[src/logic/adc_seq_pkg.sv]
// Package with register map, field layout, timing and types for the ADC sequencer.
package adc_seq_pkg;

  // Byte addresses of the two control registers on the register bus.
  localparam logic [7:0] ADDR_CONTROL_ONE = 8'h00;
  localparam logic [7:0] ADDR_CONTROL_TWO = 8'h04;

  // Field positions in the first control register.
  localparam int POS_TWELVE_BIT = 10;
  localparam int POS_FORM = 8;
  localparam int POS_TRIGGER = 5;
  localparam int POS_SIMULTANEOUS = 3;
  localparam int POS_AUTO_START = 2;
  localparam int POS_ACQUIRE = 1;
  localparam int POS_DONE = 0;

  // Field positions in the second control register.
  localparam int POS_REFERENCE = 13;
  localparam int POS_SCAN = 10;
  localparam int POS_CHANNEL_COUNT = 8;
  localparam int POS_BUFFER_HALF = 7;
  localparam int POS_DMA_RATE = 2;
  localparam int POS_FILL_MODE = 1;
  localparam int POS_ALTERNATE = 0;

  // Trigger source encodings.
  localparam logic [2:0] TRIG_MANUAL = 3'h0;
  localparam logic [2:0] TRIG_PIN = 3'h1;
  localparam logic [2:0] TRIG_TIMER = 3'h2;
  localparam logic [2:0] TRIG_ALT = 3'h3;
  localparam logic [2:0] TRIG_AUTO = 3'h7;

  // Timing: clock period, one conversion, and the internal sampling time.
  localparam int CLK_PERIOD_NS = 4;
  localparam int CONV_TIME_NS = 48;
  localparam int AUTO_SAMPLE_TIME_NS = 64;
  localparam int CONV_CYCLES_INT = (CONV_TIME_NS + CLK_PERIOD_NS - 1) /
                                   CLK_PERIOD_NS;
  localparam int AUTO_CYCLES_INT = (AUTO_SAMPLE_TIME_NS + CLK_PERIOD_NS - 1) /
                                   CLK_PERIOD_NS;
  localparam logic [7:0] CONV_CYCLES = 8'(CONV_CYCLES_INT);
  localparam logic [7:0] AUTO_CYCLES = 8'(AUTO_CYCLES_INT);

  // AXI response codes.
  localparam logic [1:0] RESP_OKAY = 2'h0;
  localparam logic [1:0] RESP_SLVERR = 2'h2;

  // Reset value of all stored configuration.
  localparam logic [15:0] RESET_VALUE = 16'h0000;

  // Writable settings of the first control register.
  typedef struct packed {
    logic twelve_bit_mode;
    logic [1:0] form;
    logic [2:0] trigger_source_select;
    logic simultaneous_acquire;
    logic auto_acquire_start;
  } ctl_one_t;

  // Writable settings of the second control register.
  typedef struct packed {
    logic [2:0] reference_config;
    logic input_scan_enable;
    logic [1:0] channel_count_select;
    logic [3:0] dma_increment_rate;
    logic buffer_fill_mode;
    logic alternate_input_select;
  } ctl_two_t;

  // Phases of the sample and convert sequence.
  typedef enum logic [1:0] {
    PH_IDLE,
    PH_SAMPLING,
    PH_CONVERTING
  } phase_t;

endpackage

[src/logic/conv_timer.sv]
// Down-counter that times one conversion burst and flags its end.
`timescale 1ns/1ns
module conv_timer
  import adc_seq_pkg::*;
(
  input wire logic clk,
  input wire logic resetn,
  input wire logic start,
  input wire logic [7:0] length,
  output logic busy,
  output logic finish
);

  // Cycles left in the running burst; zero means idle.
  logic [7:0] count;
  logic [7:0] next_count;
  logic next_finish;

  // Load on start, count down, and pulse finish in the cycle after the last one.
  always_comb begin
    next_count = count;
    next_finish = 1'b0;
    if (start) begin
      next_count = length;
    end else if (count != 8'h00) begin
      next_count = count - 8'h01;
      next_finish = (count == 8'h01);
    end
  end

  // Registers only.
  always_ff @(posedge clk or negedge resetn) begin
    if (!resetn) begin
      count <= 8'h00;
      finish <= 1'b0;
    end else begin
      count <= next_count;
      finish <= next_finish;
    end
  end

  // Busy while cycles remain, so a start is never missed by the caller.
  assign busy = (count != 8'h00);

endmodule

[src/logic/adc_sample_conversion_control.sv]
// Sample and convert sequencer for the ADC with an AXI4-Lite register slave.
//
// Summary of operation
// - Simultaneous, count 1x: all four together.
// - Simultaneous, count 01: CH0 and CH1 together.
// - Simultaneous clear: channels sampled one by one.
// - Simultaneous ignored with single channel selected.
// - Twelve-bit mode: simultaneous bit reads zero.
// - Auto start resamples after each conversion.
// - Acquire bit one while tracking, zero holding.
// - Other sources: trigger clears acquire, starts conversion.
// - Done bit set when a conversion finishes.
// - Software clears done by zero; one ignored.
// - Clearing done leaves conversions undisturbed.
// - Done bit cleared when a conversion starts.
// - Source 111: internal counter ends sampling.
//
// The placing of the registers and register access over AXI4-Lite were left to the implementer.
`timescale 1ns/1ns
module adc_sample_conversion_control
  import adc_seq_pkg::*;
(
  input wire logic clk,
  input wire logic resetn,
  input wire logic [7:0] s_axi_awaddr,
  input wire logic s_axi_awvalid,
  output logic s_axi_awready,
  input wire logic [31:0] s_axi_wdata,
  input wire logic [3:0] s_axi_wstrb,
  input wire logic s_axi_wvalid,
  output logic s_axi_wready,
  output logic [1:0] s_axi_bresp,
  output logic s_axi_bvalid,
  input wire logic s_axi_bready,
  input wire logic [7:0] s_axi_araddr,
  input wire logic s_axi_arvalid,
  output logic s_axi_arready,
  output logic [31:0] s_axi_rdata,
  output logic [1:0] s_axi_rresp,
  output logic s_axi_rvalid,
  input wire logic s_axi_rready,
  input wire logic ext_trigger_pin,
  input wire logic timer_compare_event,
  input wire logic alt_trigger_event,
  output logic [3:0] track_channels,
  output logic [1:0] convert_channel,
  output logic conversion_busy,
  output logic conversion_done
);

  // Stored settings and sequencer state.
  ctl_one_t one;
  ctl_two_t two;
  phase_t phase;
  logic done_flag;
  logic buffer_half;
  logic [1:0] chan;
  logic [7:0] auto_count;
  ctl_one_t next_one;
  ctl_two_t next_two;
  phase_t next_phase;
  logic next_done_flag;
  logic next_buffer_half;
  logic [1:0] next_chan;
  logic [7:0] next_auto_count;
  logic [3:0] next_track;

  // Bus channel state: latched address and data, pending answers.
  logic aw_full;
  logic w_full;
  logic [7:0] aw_addr;
  logic [31:0] w_data;
  logic [3:0] w_strb;
  logic next_aw_full;
  logic next_w_full;
  logic [7:0] next_aw_addr;
  logic [31:0] next_w_data;
  logic [3:0] next_w_strb;
  logic next_bvalid;
  logic [1:0] next_bresp;
  logic next_rvalid;
  logic [31:0] next_rdata;
  logic [1:0] next_rresp;

  // Pin synchroniser; only the second and third stages are compared.
  logic [2:0] pin_sync;
  logic pin_level;
  logic next_pin_level;

  // Timer interface.
  logic conv_start;
  logic [7:0] conv_length;
  logic conv_finish;
  logic timer_busy;

  // Decoded helpers.
  logic [2:0] conv_total;
  logic [1:0] count_eff;
  logic simul_eff;
  logic trigger_fire;
  logic wr_go;
  logic wr_one;
  logic wr_two;
  logic [15:0] wr_val;

  // Number of channels that the count field selects.
  function automatic logic [2:0] channels_of(input logic [1:0] cnt);
    channels_of = cnt[1] ? 3'h4 : (cnt[0] ? 3'h2 : 3'h1);
  endfunction

  // Merge write data into a 16-bit register honouring the two low lanes.
  function automatic logic [15:0] merge(input logic [15:0] old,
                                        input logic [31:0] data,
                                        input logic [3:0] strb);
    merge = old;
    if (strb[0]) begin
      merge[7:0] = data[7:0];
    end
    if (strb[1]) begin
      merge[15:8] = data[15:8];
    end
  endfunction

  // Register image of the first control register.
  function automatic logic [15:0] image_one(input ctl_one_t c,
                                            input logic acq,
                                            input logic dn);
    image_one = RESET_VALUE;
    image_one[POS_TWELVE_BIT] = c.twelve_bit_mode;
    image_one[POS_FORM +: 2] = c.form;
    image_one[POS_TRIGGER +: 3] = c.trigger_source_select;
    image_one[POS_SIMULTANEOUS] = c.simultaneous_acquire;
    image_one[POS_AUTO_START] = c.auto_acquire_start;
    image_one[POS_ACQUIRE] = acq;
    image_one[POS_DONE] = dn;
  endfunction

  // Register image of the second control register.
  function automatic logic [15:0] image_two(input ctl_two_t c,
                                            input logic half);
    image_two = RESET_VALUE;
    image_two[POS_REFERENCE +: 3] = c.reference_config;
    image_two[POS_SCAN] = c.input_scan_enable;
    image_two[POS_CHANNEL_COUNT +: 2] = c.channel_count_select;
    image_two[POS_BUFFER_HALF] = half;
    image_two[POS_DMA_RATE +: 4] = c.dma_increment_rate;
    image_two[POS_FILL_MODE] = c.buffer_fill_mode;
    image_two[POS_ALTERNATE] = c.alternate_input_select;
  endfunction

  // The stored fields are already forced to zero in twelve-bit mode.
  assign count_eff = two.channel_count_select;
  assign simul_eff = one.simultaneous_acquire && (count_eff != 2'h0);
  assign conv_total = channels_of(count_eff);

  // Bus handshakes: each holding stage accepts while empty.
  assign s_axi_awready = !aw_full;
  assign s_axi_wready = !w_full;
  assign s_axi_arready = !s_axi_rvalid;
  assign wr_go = aw_full && w_full && !s_axi_bvalid;
  assign wr_one = wr_go && (aw_addr == ADDR_CONTROL_ONE);
  assign wr_two = wr_go && (aw_addr == ADDR_CONTROL_TWO);

  // Pin, timer, alternate and internal-counter sources end the sampling phase.
  always_comb begin
    trigger_fire = 1'b0;
    next_pin_level = pin_level;
    if (pin_sync[2] == pin_sync[1]) begin
      next_pin_level = pin_sync[1];
    end
    unique case (one.trigger_source_select)
      TRIG_PIN: trigger_fire = next_pin_level && !pin_level;
      TRIG_TIMER: trigger_fire = timer_compare_event;
      TRIG_ALT: trigger_fire = alt_trigger_event;
      TRIG_AUTO: trigger_fire = (auto_count == AUTO_CYCLES);
      default: trigger_fire = 1'b0;
    endcase
  end

  // Bus write and read channel bookkeeping.
  always_comb begin
    next_aw_full = aw_full;
    next_w_full = w_full;
    next_aw_addr = aw_addr;
    next_w_data = w_data;
    next_w_strb = w_strb;
    next_bvalid = s_axi_bvalid;
    next_bresp = s_axi_bresp;
    next_rvalid = s_axi_rvalid;
    next_rdata = s_axi_rdata;
    next_rresp = s_axi_rresp;
    if (s_axi_awvalid && !aw_full) begin
      next_aw_full = 1'b1;
      next_aw_addr = s_axi_awaddr;
    end
    if (s_axi_wvalid && !w_full) begin
      next_w_full = 1'b1;
      next_w_data = s_axi_wdata;
      next_w_strb = s_axi_wstrb;
    end
    if (s_axi_bvalid && s_axi_bready) begin
      next_bvalid = 1'b0;
    end
    if (wr_go) begin
      // Both halves present: answer, and free the stages.
      next_aw_full = 1'b0;
      next_w_full = 1'b0;
      next_bvalid = 1'b1;
      next_bresp = (wr_one || wr_two) ? RESP_OKAY : RESP_SLVERR;
    end
    if (s_axi_rvalid && s_axi_rready) begin
      next_rvalid = 1'b0;
    end
    if (s_axi_arvalid && !s_axi_rvalid) begin
      next_rvalid = 1'b1;
      next_rresp = RESP_OKAY;
      if (s_axi_araddr == ADDR_CONTROL_ONE) begin
        next_rdata = {16'h0000,
                      image_one(one, phase == PH_SAMPLING, done_flag)};
      end else if (s_axi_araddr == ADDR_CONTROL_TWO) begin
        next_rdata = {16'h0000, image_two(two, buffer_half)};
      end else begin
        next_rdata = 32'h0000_0000;
        next_rresp = RESP_SLVERR;
      end
    end
  end

  // Sequencer: configuration writes, sampling and conversion phases.
  always_comb begin
    next_one = one;
    next_two = two;
    next_phase = phase;
    next_done_flag = done_flag;
    next_buffer_half = buffer_half;
    next_chan = chan;
    next_auto_count = auto_count;
    next_track = 4'h0;
    conv_start = 1'b0;
    conv_length = CONV_CYCLES;
    wr_val = RESET_VALUE;
    if (wr_one) begin
      wr_val = merge(image_one(one, phase == PH_SAMPLING, done_flag),
                     w_data, w_strb);
      next_one.twelve_bit_mode = wr_val[POS_TWELVE_BIT];
      next_one.form = wr_val[POS_FORM +: 2];
      next_one.trigger_source_select = wr_val[POS_TRIGGER +: 3];
      next_one.simultaneous_acquire = wr_val[POS_SIMULTANEOUS] &&
                                      !wr_val[POS_TWELVE_BIT];
      next_one.auto_acquire_start = wr_val[POS_AUTO_START];
      if (!wr_val[POS_DONE]) begin
        next_done_flag = 1'b0;
      end
    end
    if (wr_two) begin
      wr_val = merge(image_two(two, buffer_half), w_data, w_strb);
      next_two.reference_config = wr_val[POS_REFERENCE +: 3];
      next_two.input_scan_enable = wr_val[POS_SCAN];
      next_two.channel_count_select = one.twelve_bit_mode ? 2'h0 :
                                      wr_val[POS_CHANNEL_COUNT +: 2];
      next_two.dma_increment_rate = wr_val[POS_DMA_RATE +: 4];
      next_two.buffer_fill_mode = wr_val[POS_FILL_MODE];
      next_two.alternate_input_select = wr_val[POS_ALTERNATE];
    end
    if (next_one.twelve_bit_mode) begin
      // Twelve-bit mode is single channel; stale fields would mislead.
      next_one.simultaneous_acquire = 1'b0;
      next_two.channel_count_select = 2'h0;
    end
    unique case (phase)
      PH_IDLE: begin
        if (wr_one && wr_val[POS_ACQUIRE]) begin
          next_phase = PH_SAMPLING;
          next_auto_count = 8'h00;
        end
      end
      PH_SAMPLING: begin
        next_auto_count = (auto_count == AUTO_CYCLES) ? auto_count :
                          auto_count + 8'h01;
        if ((one.trigger_source_select == TRIG_MANUAL &&
             wr_one && !wr_val[POS_ACQUIRE]) ||
            (one.trigger_source_select != TRIG_MANUAL && trigger_fire)) begin
          next_phase = PH_CONVERTING;
          conv_start = 1'b1;
          conv_length = simul_eff ? 8'(CONV_CYCLES * conv_total) :
                        CONV_CYCLES;
          next_done_flag = 1'b0;
        end
      end
      PH_CONVERTING: begin
        if (conv_finish) begin
          next_done_flag = 1'b1;
          next_buffer_half = two.buffer_fill_mode ? !buffer_half : 1'b0;
          if (!simul_eff && (3'(chan) + 3'h1 < conv_total)) begin
            next_chan = chan + 2'h1;
          end else begin
            next_chan = 2'h0;
          end
          next_phase = one.auto_acquire_start ? PH_SAMPLING : PH_IDLE;
          next_auto_count = 8'h00;
        end
      end
    endcase
    if (next_phase == PH_SAMPLING) begin
      if (simul_eff) begin
        next_track = (conv_total == 3'h4) ? 4'hF : 4'h3;
      end else begin
        next_track = 4'(4'h1 << next_chan);
      end
    end
  end

  // Registers of the bus slave, the pin synchroniser and the sequencer.
  always_ff @(posedge clk or negedge resetn) begin
    if (!resetn) begin
      aw_full <= 1'b0;
      w_full <= 1'b0;
      aw_addr <= 8'h00;
      w_data <= 32'h0000_0000;
      w_strb <= 4'h0;
      s_axi_bvalid <= 1'b0;
      s_axi_bresp <= RESP_OKAY;
      s_axi_rvalid <= 1'b0;
      s_axi_rdata <= 32'h0000_0000;
      s_axi_rresp <= RESP_OKAY;
      pin_sync <= 3'h0;
      pin_level <= 1'b0;
      one <= ctl_one_t'(RESET_VALUE[7:0]);
      two <= ctl_two_t'(RESET_VALUE[11:0]);
      phase <= PH_IDLE;
      done_flag <= 1'b0;
      buffer_half <= 1'b0;
      chan <= 2'h0;
      auto_count <= 8'h00;
      track_channels <= 4'h0;
      convert_channel <= 2'h0;
      conversion_done <= 1'b0;
    end else begin
      aw_full <= next_aw_full;
      w_full <= next_w_full;
      aw_addr <= next_aw_addr;
      w_data <= next_w_data;
      w_strb <= next_w_strb;
      s_axi_bvalid <= next_bvalid;
      s_axi_bresp <= next_bresp;
      s_axi_rvalid <= next_rvalid;
      s_axi_rdata <= next_rdata;
      s_axi_rresp <= next_rresp;
      pin_sync <= {pin_sync[1:0], ext_trigger_pin};
      pin_level <= next_pin_level;
      one <= next_one;
      two <= next_two;
      phase <= next_phase;
      done_flag <= next_done_flag;
      buffer_half <= next_buffer_half;
      chan <= next_chan;
      auto_count <= next_auto_count;
      track_channels <= next_track;
      convert_channel <= next_chan;
      conversion_done <= conv_finish;
    end
  end

  // Conversion timing lives in its own counter.
  conv_timer conv_timer_inst (
    .clk(clk),
    .resetn(resetn),
    .start(conv_start),
    .length(conv_length),
    .busy(timer_busy),
    .finish(conv_finish)
  );

  // Busy follows the timer, which keeps running whatever software clears.
  assign conversion_busy = timer_busy;

endmodule

[config.mk]
export PLATFORM = sky130hd
export DESIGN_NAME = adc_sample_conversion_control
export DESIGN_NICKNAME = d
export VERILOG_FILES = /design/src/logic/adc_seq_pkg.sv /design/src/logic/conv_timer.sv /design/src/logic/adc_sample_conversion_control.sv
export SDC_FILE = /design/constraint.sdc
export NUM_CORES = 1
export LEC_CHECK = 0
export ABC_AREA = 1
export BUFFER_PORTS_ARGS = -buffer_cell sky130_fd_sc_hd__buf_2
export CAP_MARGIN = 5
export CORE_MARGIN = 3
export CORE_UTILIZATION = 45
export DETAILED_ROUTE_END_ITERATION = 16
export GPL_TIMING_DRIVEN = 0
export PLACE_DENSITY_LB_ADDON = 0.08
export SLEW_MARGIN = 10
export SYNTH_ARGS = -nofsm -noshare
export SYNTH_HDL_FRONTEND = slang
export SYNTH_HIERARCHICAL = 1
export SYNTH_SLANG_ARGS = --single-unit
[constraint.sdc]
create_clock -name clk -period 1.95 [get_ports clk]
set_input_delay 0.4875 -clock clk [delete_from_list [all_inputs] [get_ports clk]]
set_output_delay 0.4875 -clock clk [all_outputs]
set_load 0.03 [all_outputs]
# Word-level counts from Yosys, hierarchy flattened
# Index checks and enable logic that the tools add are counted.
[totals] regBits=118 inputBits=62 output_inout_bits=49
[classes] add_sub_neg=4 multipliers=1 n_lt_le_gt_ge=1 eq_ne=16 shifts=1 muxes=60 reduce_logical=44
[ops] cell="$mux 8" count=10
[ops] cell="$mux 16" count=2
[ops] cell="$mux 2" count=14
[ops] cell="$pmux 8 s3" count=1
[ops] cell="$mux 7" count=3
[ops] cell="$mux 1" count=20
[ops] cell="$logic_and 1x1->1" count=17
[ops] cell="$eq 8x3->1 const B" count=2
[ops] cell="$logic_not 8->1" count=2
[ops] cell="$reduce_bool 2->1" count=8
[ops] cell="$mux 4" count=3
[ops] cell="$logic_not 1->1" count=9
[ops] cell="$mux 3" count=3
[ops] cell="$add 8x1->8 const B" count=1
[ops] cell="$eq 8x1->1 const B" count=1
[ops] cell="$eq 8x5->1 const B" count=1
[ops] cell="$reduce_bool 8->1" count=1
[ops] cell="$sub 8x1->8 const B" count=1
[ops] cell="$eq 3x2->1 const B" count=2
[ops] cell="$eq 3x3->1 const B" count=2
[ops] cell="$mux 6" count=1
[ops] cell="$pmux 2 s3" count=1
[ops] cell="$mul 2x3->5 const A" count=1
[ops] cell="$eq 2x1->1 const B" count=2
[ops] cell="17 further kinds" count=19

# Logic depth before layout (Yosys ltp)
[logic_depth] word_depth=13 mapped_depth=16 ltp_nobuf=15

# Hierarchy
# The synthesis kept the hierarchy.
[by_module_without_submodules] module="adc_sample_conversion_control" instances=1 cells_per_inst=451 area_each_um2=4125.2
[by_module_without_submodules] module="conv_timer" instances=1 cells_per_inst=85 area_each_um2=601.8

# Worst setup path before layout
# No wires, ideal clock.
[synth_timing] path_type="register to register" from="register phase[1]" to="register conv_timer_inst.count[4]" arrival_time_ns=1.854 required_ns=1.829 path_slack_ns=-0.025 path_stages_with_launch=16 n_path_buf=2 synth_period_minus_slack_ns=1.975 cell_sequence="dfrtp_1 > inv_1 > ha_1 > buf_4 > inv_2 > o21ai_2 > nand3_4 > nand3_2 > nand2_2 > nand2_4 > inv_1 > clkbuf_8 > inv_2 > nand2_2 > o21ai_0 > nor2_1"
[synth_via] elab_chain_cells=11
[synth_lines] item="start: declaration" line_no="adc_sample_conversion_control.sv:54" source="phase_t phase;"
[synth_lines] item="start signal: assignment" line_no="adc_sample_conversion_control.sv:353" source="phase <= next_phase;"
[synth_lines] item="$eq 2x1->1 *" line_no="adc_sample_conversion_control.sv:243, adc_sample_conversion_control.sv:270"
[synth_lines] item="$mux 8" line_no="adc_sample_conversion_control.sv:116" source="if (strb[0]) begin"
[synth_lines] item="$mux 8" line_no="adc_sample_conversion_control.sv:242" source="if (wr_one) begin"
[synth_lines] item="$mux 2" line_no="adc_sample_conversion_control.sv:242"
[synth_lines] item="$mux 2" line_no="adc_sample_conversion_control.sv:255" source="if (wr_two) begin"
[synth_lines] item="$logic_not 1->1" line_no="adc_sample_conversion_control.sv:281" source="wr_one && !wr_val[POS_ACQUIRE]) ||"
[synth_lines] item="$logic_and 1x1->1" line_no="adc_sample_conversion_control.sv:281"
[synth_lines] item="$logic_or 1x1->1" line_no="adc_sample_conversion_control.sv:281"
[synth_lines] item="$mux 1" line_no="adc_sample_conversion_control.sv:280" source="if ((one.trigger_source_select == TRIG_MANUAL &&"
[synth_lines] item="$mux 1 *" line_no="adc_sample_conversion_control.sv:270" source="unique case (phase)"
[synth_lines] item="net conv_start" line_no="adc_sample_conversion_control.sv:91" source="logic conv_start;"
[synth_lines] item="$mux 8 or $reduce_bool 2->1 (tied branches)"
[synth_lines] item="end signal: assignment" line_no="conv_timer.sv:37" source="count <= next_count;"
[synth_lines] item="end: declaration" line_no="conv_timer.sv:15" source="logic [7:0] count;"
# Mark *: on every way through the listed nets, which the timed path passes. The rest lies on a longest branch. The select of a mux whose other input is x is not followed.
# A chain may end at the register's enable or synchronous reset.

# Final worst setup path
[layout_timing] from="register conv_timer_inst.count[1]" to="output conversion_busy"
[layout_via] elab_chain_cells=1
[layout_lines] item="$reduce_bool 8->1" line_no="conv_timer.sv:43" source="assign busy = (count != 8'h00);"
[layout_lines] item="end: declaration" line_no="adc_sample_conversion_control.sv:47" source="output logic conversion_busy,"
# Every way passes these cells.

==> results.cfg <==
[placement]
place.gp.congestion = 0.833
dp_cells = 763
dp_hpwl_um = 7210
portBuffers = 70

[cells_and_area]
fin_util = 0.580
fillers = 949
drive_gt1_frac = 0.283
num_antenna_cells = 0
area_growth_pct = 22.7
layout.cells.non_filler = 797
nNetsFinal = 732

[power]
power_density_mw_per_mm2 = 1130
irDropWorstVdd_uv = 670
leakagePower_uw = 0.00304
power.total_uw = 6570

[floorplanning]
start_util = 0.473
fp.dieW_um = 108
rows = 36
die_h_um = 108
ios = 111
design.die.area_mm2 = 0.0118
core_mm2 = 0.0100

[logic_synthesis]
synth_area_leader_cell = dfrtp_1
synth_cells = 536
syn_area_mm2 = 0.00473
synth_seq_cells = 96
yosys-top-cells-area = dfrtp_1, nand2_1, inv_1, o21ai_0, nor2_1
synth_sequential_area_ratio = 0.508
postSynthAreaPerCell_um2 = 8.82
synth_top_area_frac = 0.508
ys_warn_count = 6
ys_types = 40

[detailed_routing]
drt_iter0_drc = 171
viasPerCell = 4.66
route.detailed.drc = 0
final_antenna_net_count = 0
drt_wl_total_um = 9760
dr.pass1.iters = 4
vias = 3714
wl_per_cell_um = 12.2

[critical_path]
cp.required_ns = 1.46
crit_fanout = 4
worst_setup_path_start_kind = flip-flop
endpoint_kind = primary output
crit_top_cell = inv_2
path_cells = inv_2 -> ha_4 -> nand2_2 -> nor2_4 -> inv_2 -> buf_2
slowest_delay_ns = 0.41
crit_type = flip-flop to primary output
arrival_ns = 1.39
slowest_stage = dfrtp_1

[min_path]
hp-class = primary input to asynchronous set/reset pin

[clock_network]
clk_pin_slew_ns = 0.08
cts_buffer_depth = 2
clock_latency_ns = 0.35
hold_buffers = 0
htree_levels = 3
cts_tree = built
clkSinkCount = 96
cts-root-buf = clkbuf_8
cts_buffers = 9

[sta]
whs_ns = 0.137
setup_violations = 0
fin_skew_ns = 0.00620
hold_violations = 0
worstMarginPinSlew_ns = 0.614
drv_slew = 0
layout_min_cycle_time_ns = 1.88
slew_headroom = 0.591
fin_crit_sh = 0.962
fmax_ghz = 0.533

[global_route]
overflow = 0
grt_max_degree = 51
antenna_found_initial = 0
grt.total_usage = 0.178
grt_pass1_wl_um = 16600
grt_pass1_vias = 3542

[outcome]
status = finished clean

[flow_run]
drv_cap = 0
==> layer usage <==
layer	track usage	up-vias	part of all wire
li1	-	1923	-
met1	0.248	1709	0.48
met2	0.285	76	0.46
met3	0.0412	6	0.051
met4	0.0433	0	0.0086
met5	0	-	0
==> cells by family (layout without fill, tap and decap cells) <==
group                      count (synthesis)  count (layout)  synth area share
and+or+nand+nor                          214             214             0.210
buffers and inverters                    107             212             0.105
DFF                                       96              96             0.508
AOI/OAI and AO/OA                         88              88             0.106
adders and majority gates                 12              12            0.0312
muxes                                     12              12            0.0286
xor gates and xnor gates                   6               6            0.0111
other                                      1              24          0.000793
==> repair_timing <==
item                       4_1_cts  5_1_grt
gates cloned                     2        0
pin swaps                        5       12
setup endpoints to repair       10       15
setup buffers                    8        8
gates resized for setup         17       17
==> through the flow <==
step / area, um2 / TNS [ns] / worst slack [ns]
after floorplan: 4820 / 0 / 0.0165
after global placement: 5330 / -57.43 / -0.582
after detailed placement: 5360 / -2.33 / -0.323
after CTS: 5710 / 0 / 0.000404
after global routing: 5800 / -0.0270 / -0.00906
final: 5800 / 0 / 0.0742
==> path summary, 6_finish.rpt <==
kind,end,depth (start not counted),slack [ns],startpoint
min,auto_count[5]$_DFFE_PN0P_,1,0.14,resetn
max,conversion_busy,6,0.07,conv_timer_inst/count[1]$_DFFE_PN0P_
min reg2reg,pin_sync[1]$_DFF_PN0_,0,0.37,pin_sync[0]$_DFF_PN0_
max in group asynchronous,asynchronous set/reset pin,2,1.17,resetn
min in group clk,pin_sync[0]$_DFF_PN0_,1,0.24,ext_trigger_pin
max reg2reg,conv_timer_inst/finish$_DFF_PN0_,14,0.11,phase[1]$_DFF_PN0_
==> report_power, final <==
part           leakage [uW]  total (uW)  switching (uW)  internal [uW]
logic               0.00170        2420            1470            952
clock network      0.000108        1420             658            759
registers           0.00123        2730             279           2450
total               0.00304        6570            2400           4160
==> critical path: cells and delay by family, from the launching register on <==
kind,cells,cell delay [ns]
DFF,1,0.41
adders and majority gates,1,0.14
and+or+nand+nor,2,0.16
buffers and inverters,3,0.32
==> cell type report <==
| class | instances | area (um2) | area share |
|---|---|---|---|
| well taps | 133 | 166 | 0.0287 |
| plain buffers | 28 | 203 | 0.0350 |
| multi-input cells | 356 | 1990 | 0.343 |
| clock buffers | 13 | 149 | 0.0257 |
| inverters | 79 | 309 | 0.0533 |
| flip-flops and latches | 96 | 2400 | 0.414 |
| clock inverters | 3 | 65.1 | 0.0112 |
| repair inverters | 1 | 8.76 | 0.00151 |
| repair buffers | 88 | 508 | 0.0876 |
==> cells in the final DEF (no fill, tap or decap), types with 2 or more instances in the layout <==
master / n
a21oi_1: 24
a21oi_4: 2
buf_2: 69
buf_4: 38
bufinv_16: 2
clkbuf_1: 8
clkbuf_8: 10
conb_1: 24
dfrtp_1: 96
ha_1: 10
inv_1: 65
inv_2: 10
inv_4: 2
mux2_2: 12
nand2_1: 92
nand2_2: 8
nand2_4: 3
nand3_1: 32
nand3_2: 2
nand3_4: 2
nand4_1: 8
nor2_1: 49
nor2_2: 5
nor2_4: 3
nor3_1: 5
nor3_2: 2
o211ai_1: 2
o21ai_0: 39
o21ai_1: 6
o21ai_2: 5
o31ai_1: 2
xor2_1: 6
==> synth_stat cells (all sizes together) <==
master / n
o22ai: 1
nor2: 58
dfrtp: 96
clkinv: 1
mux2: 12
o211ai: 2
conb: 1
ha: 11
clkbuf: 6
nand3: 36
nor3b: 1
o32ai: 1
or2: 1
xor2: 6
o21ai: 51
a31oi: 1
maj3: 1
a21oi: 27
nand2: 103
nand4: 8
nor3: 7
buf: 22
inv: 78
o31ai: 2
a211oi: 2
a22oi: 1
(Power assumes the default switching activity.)
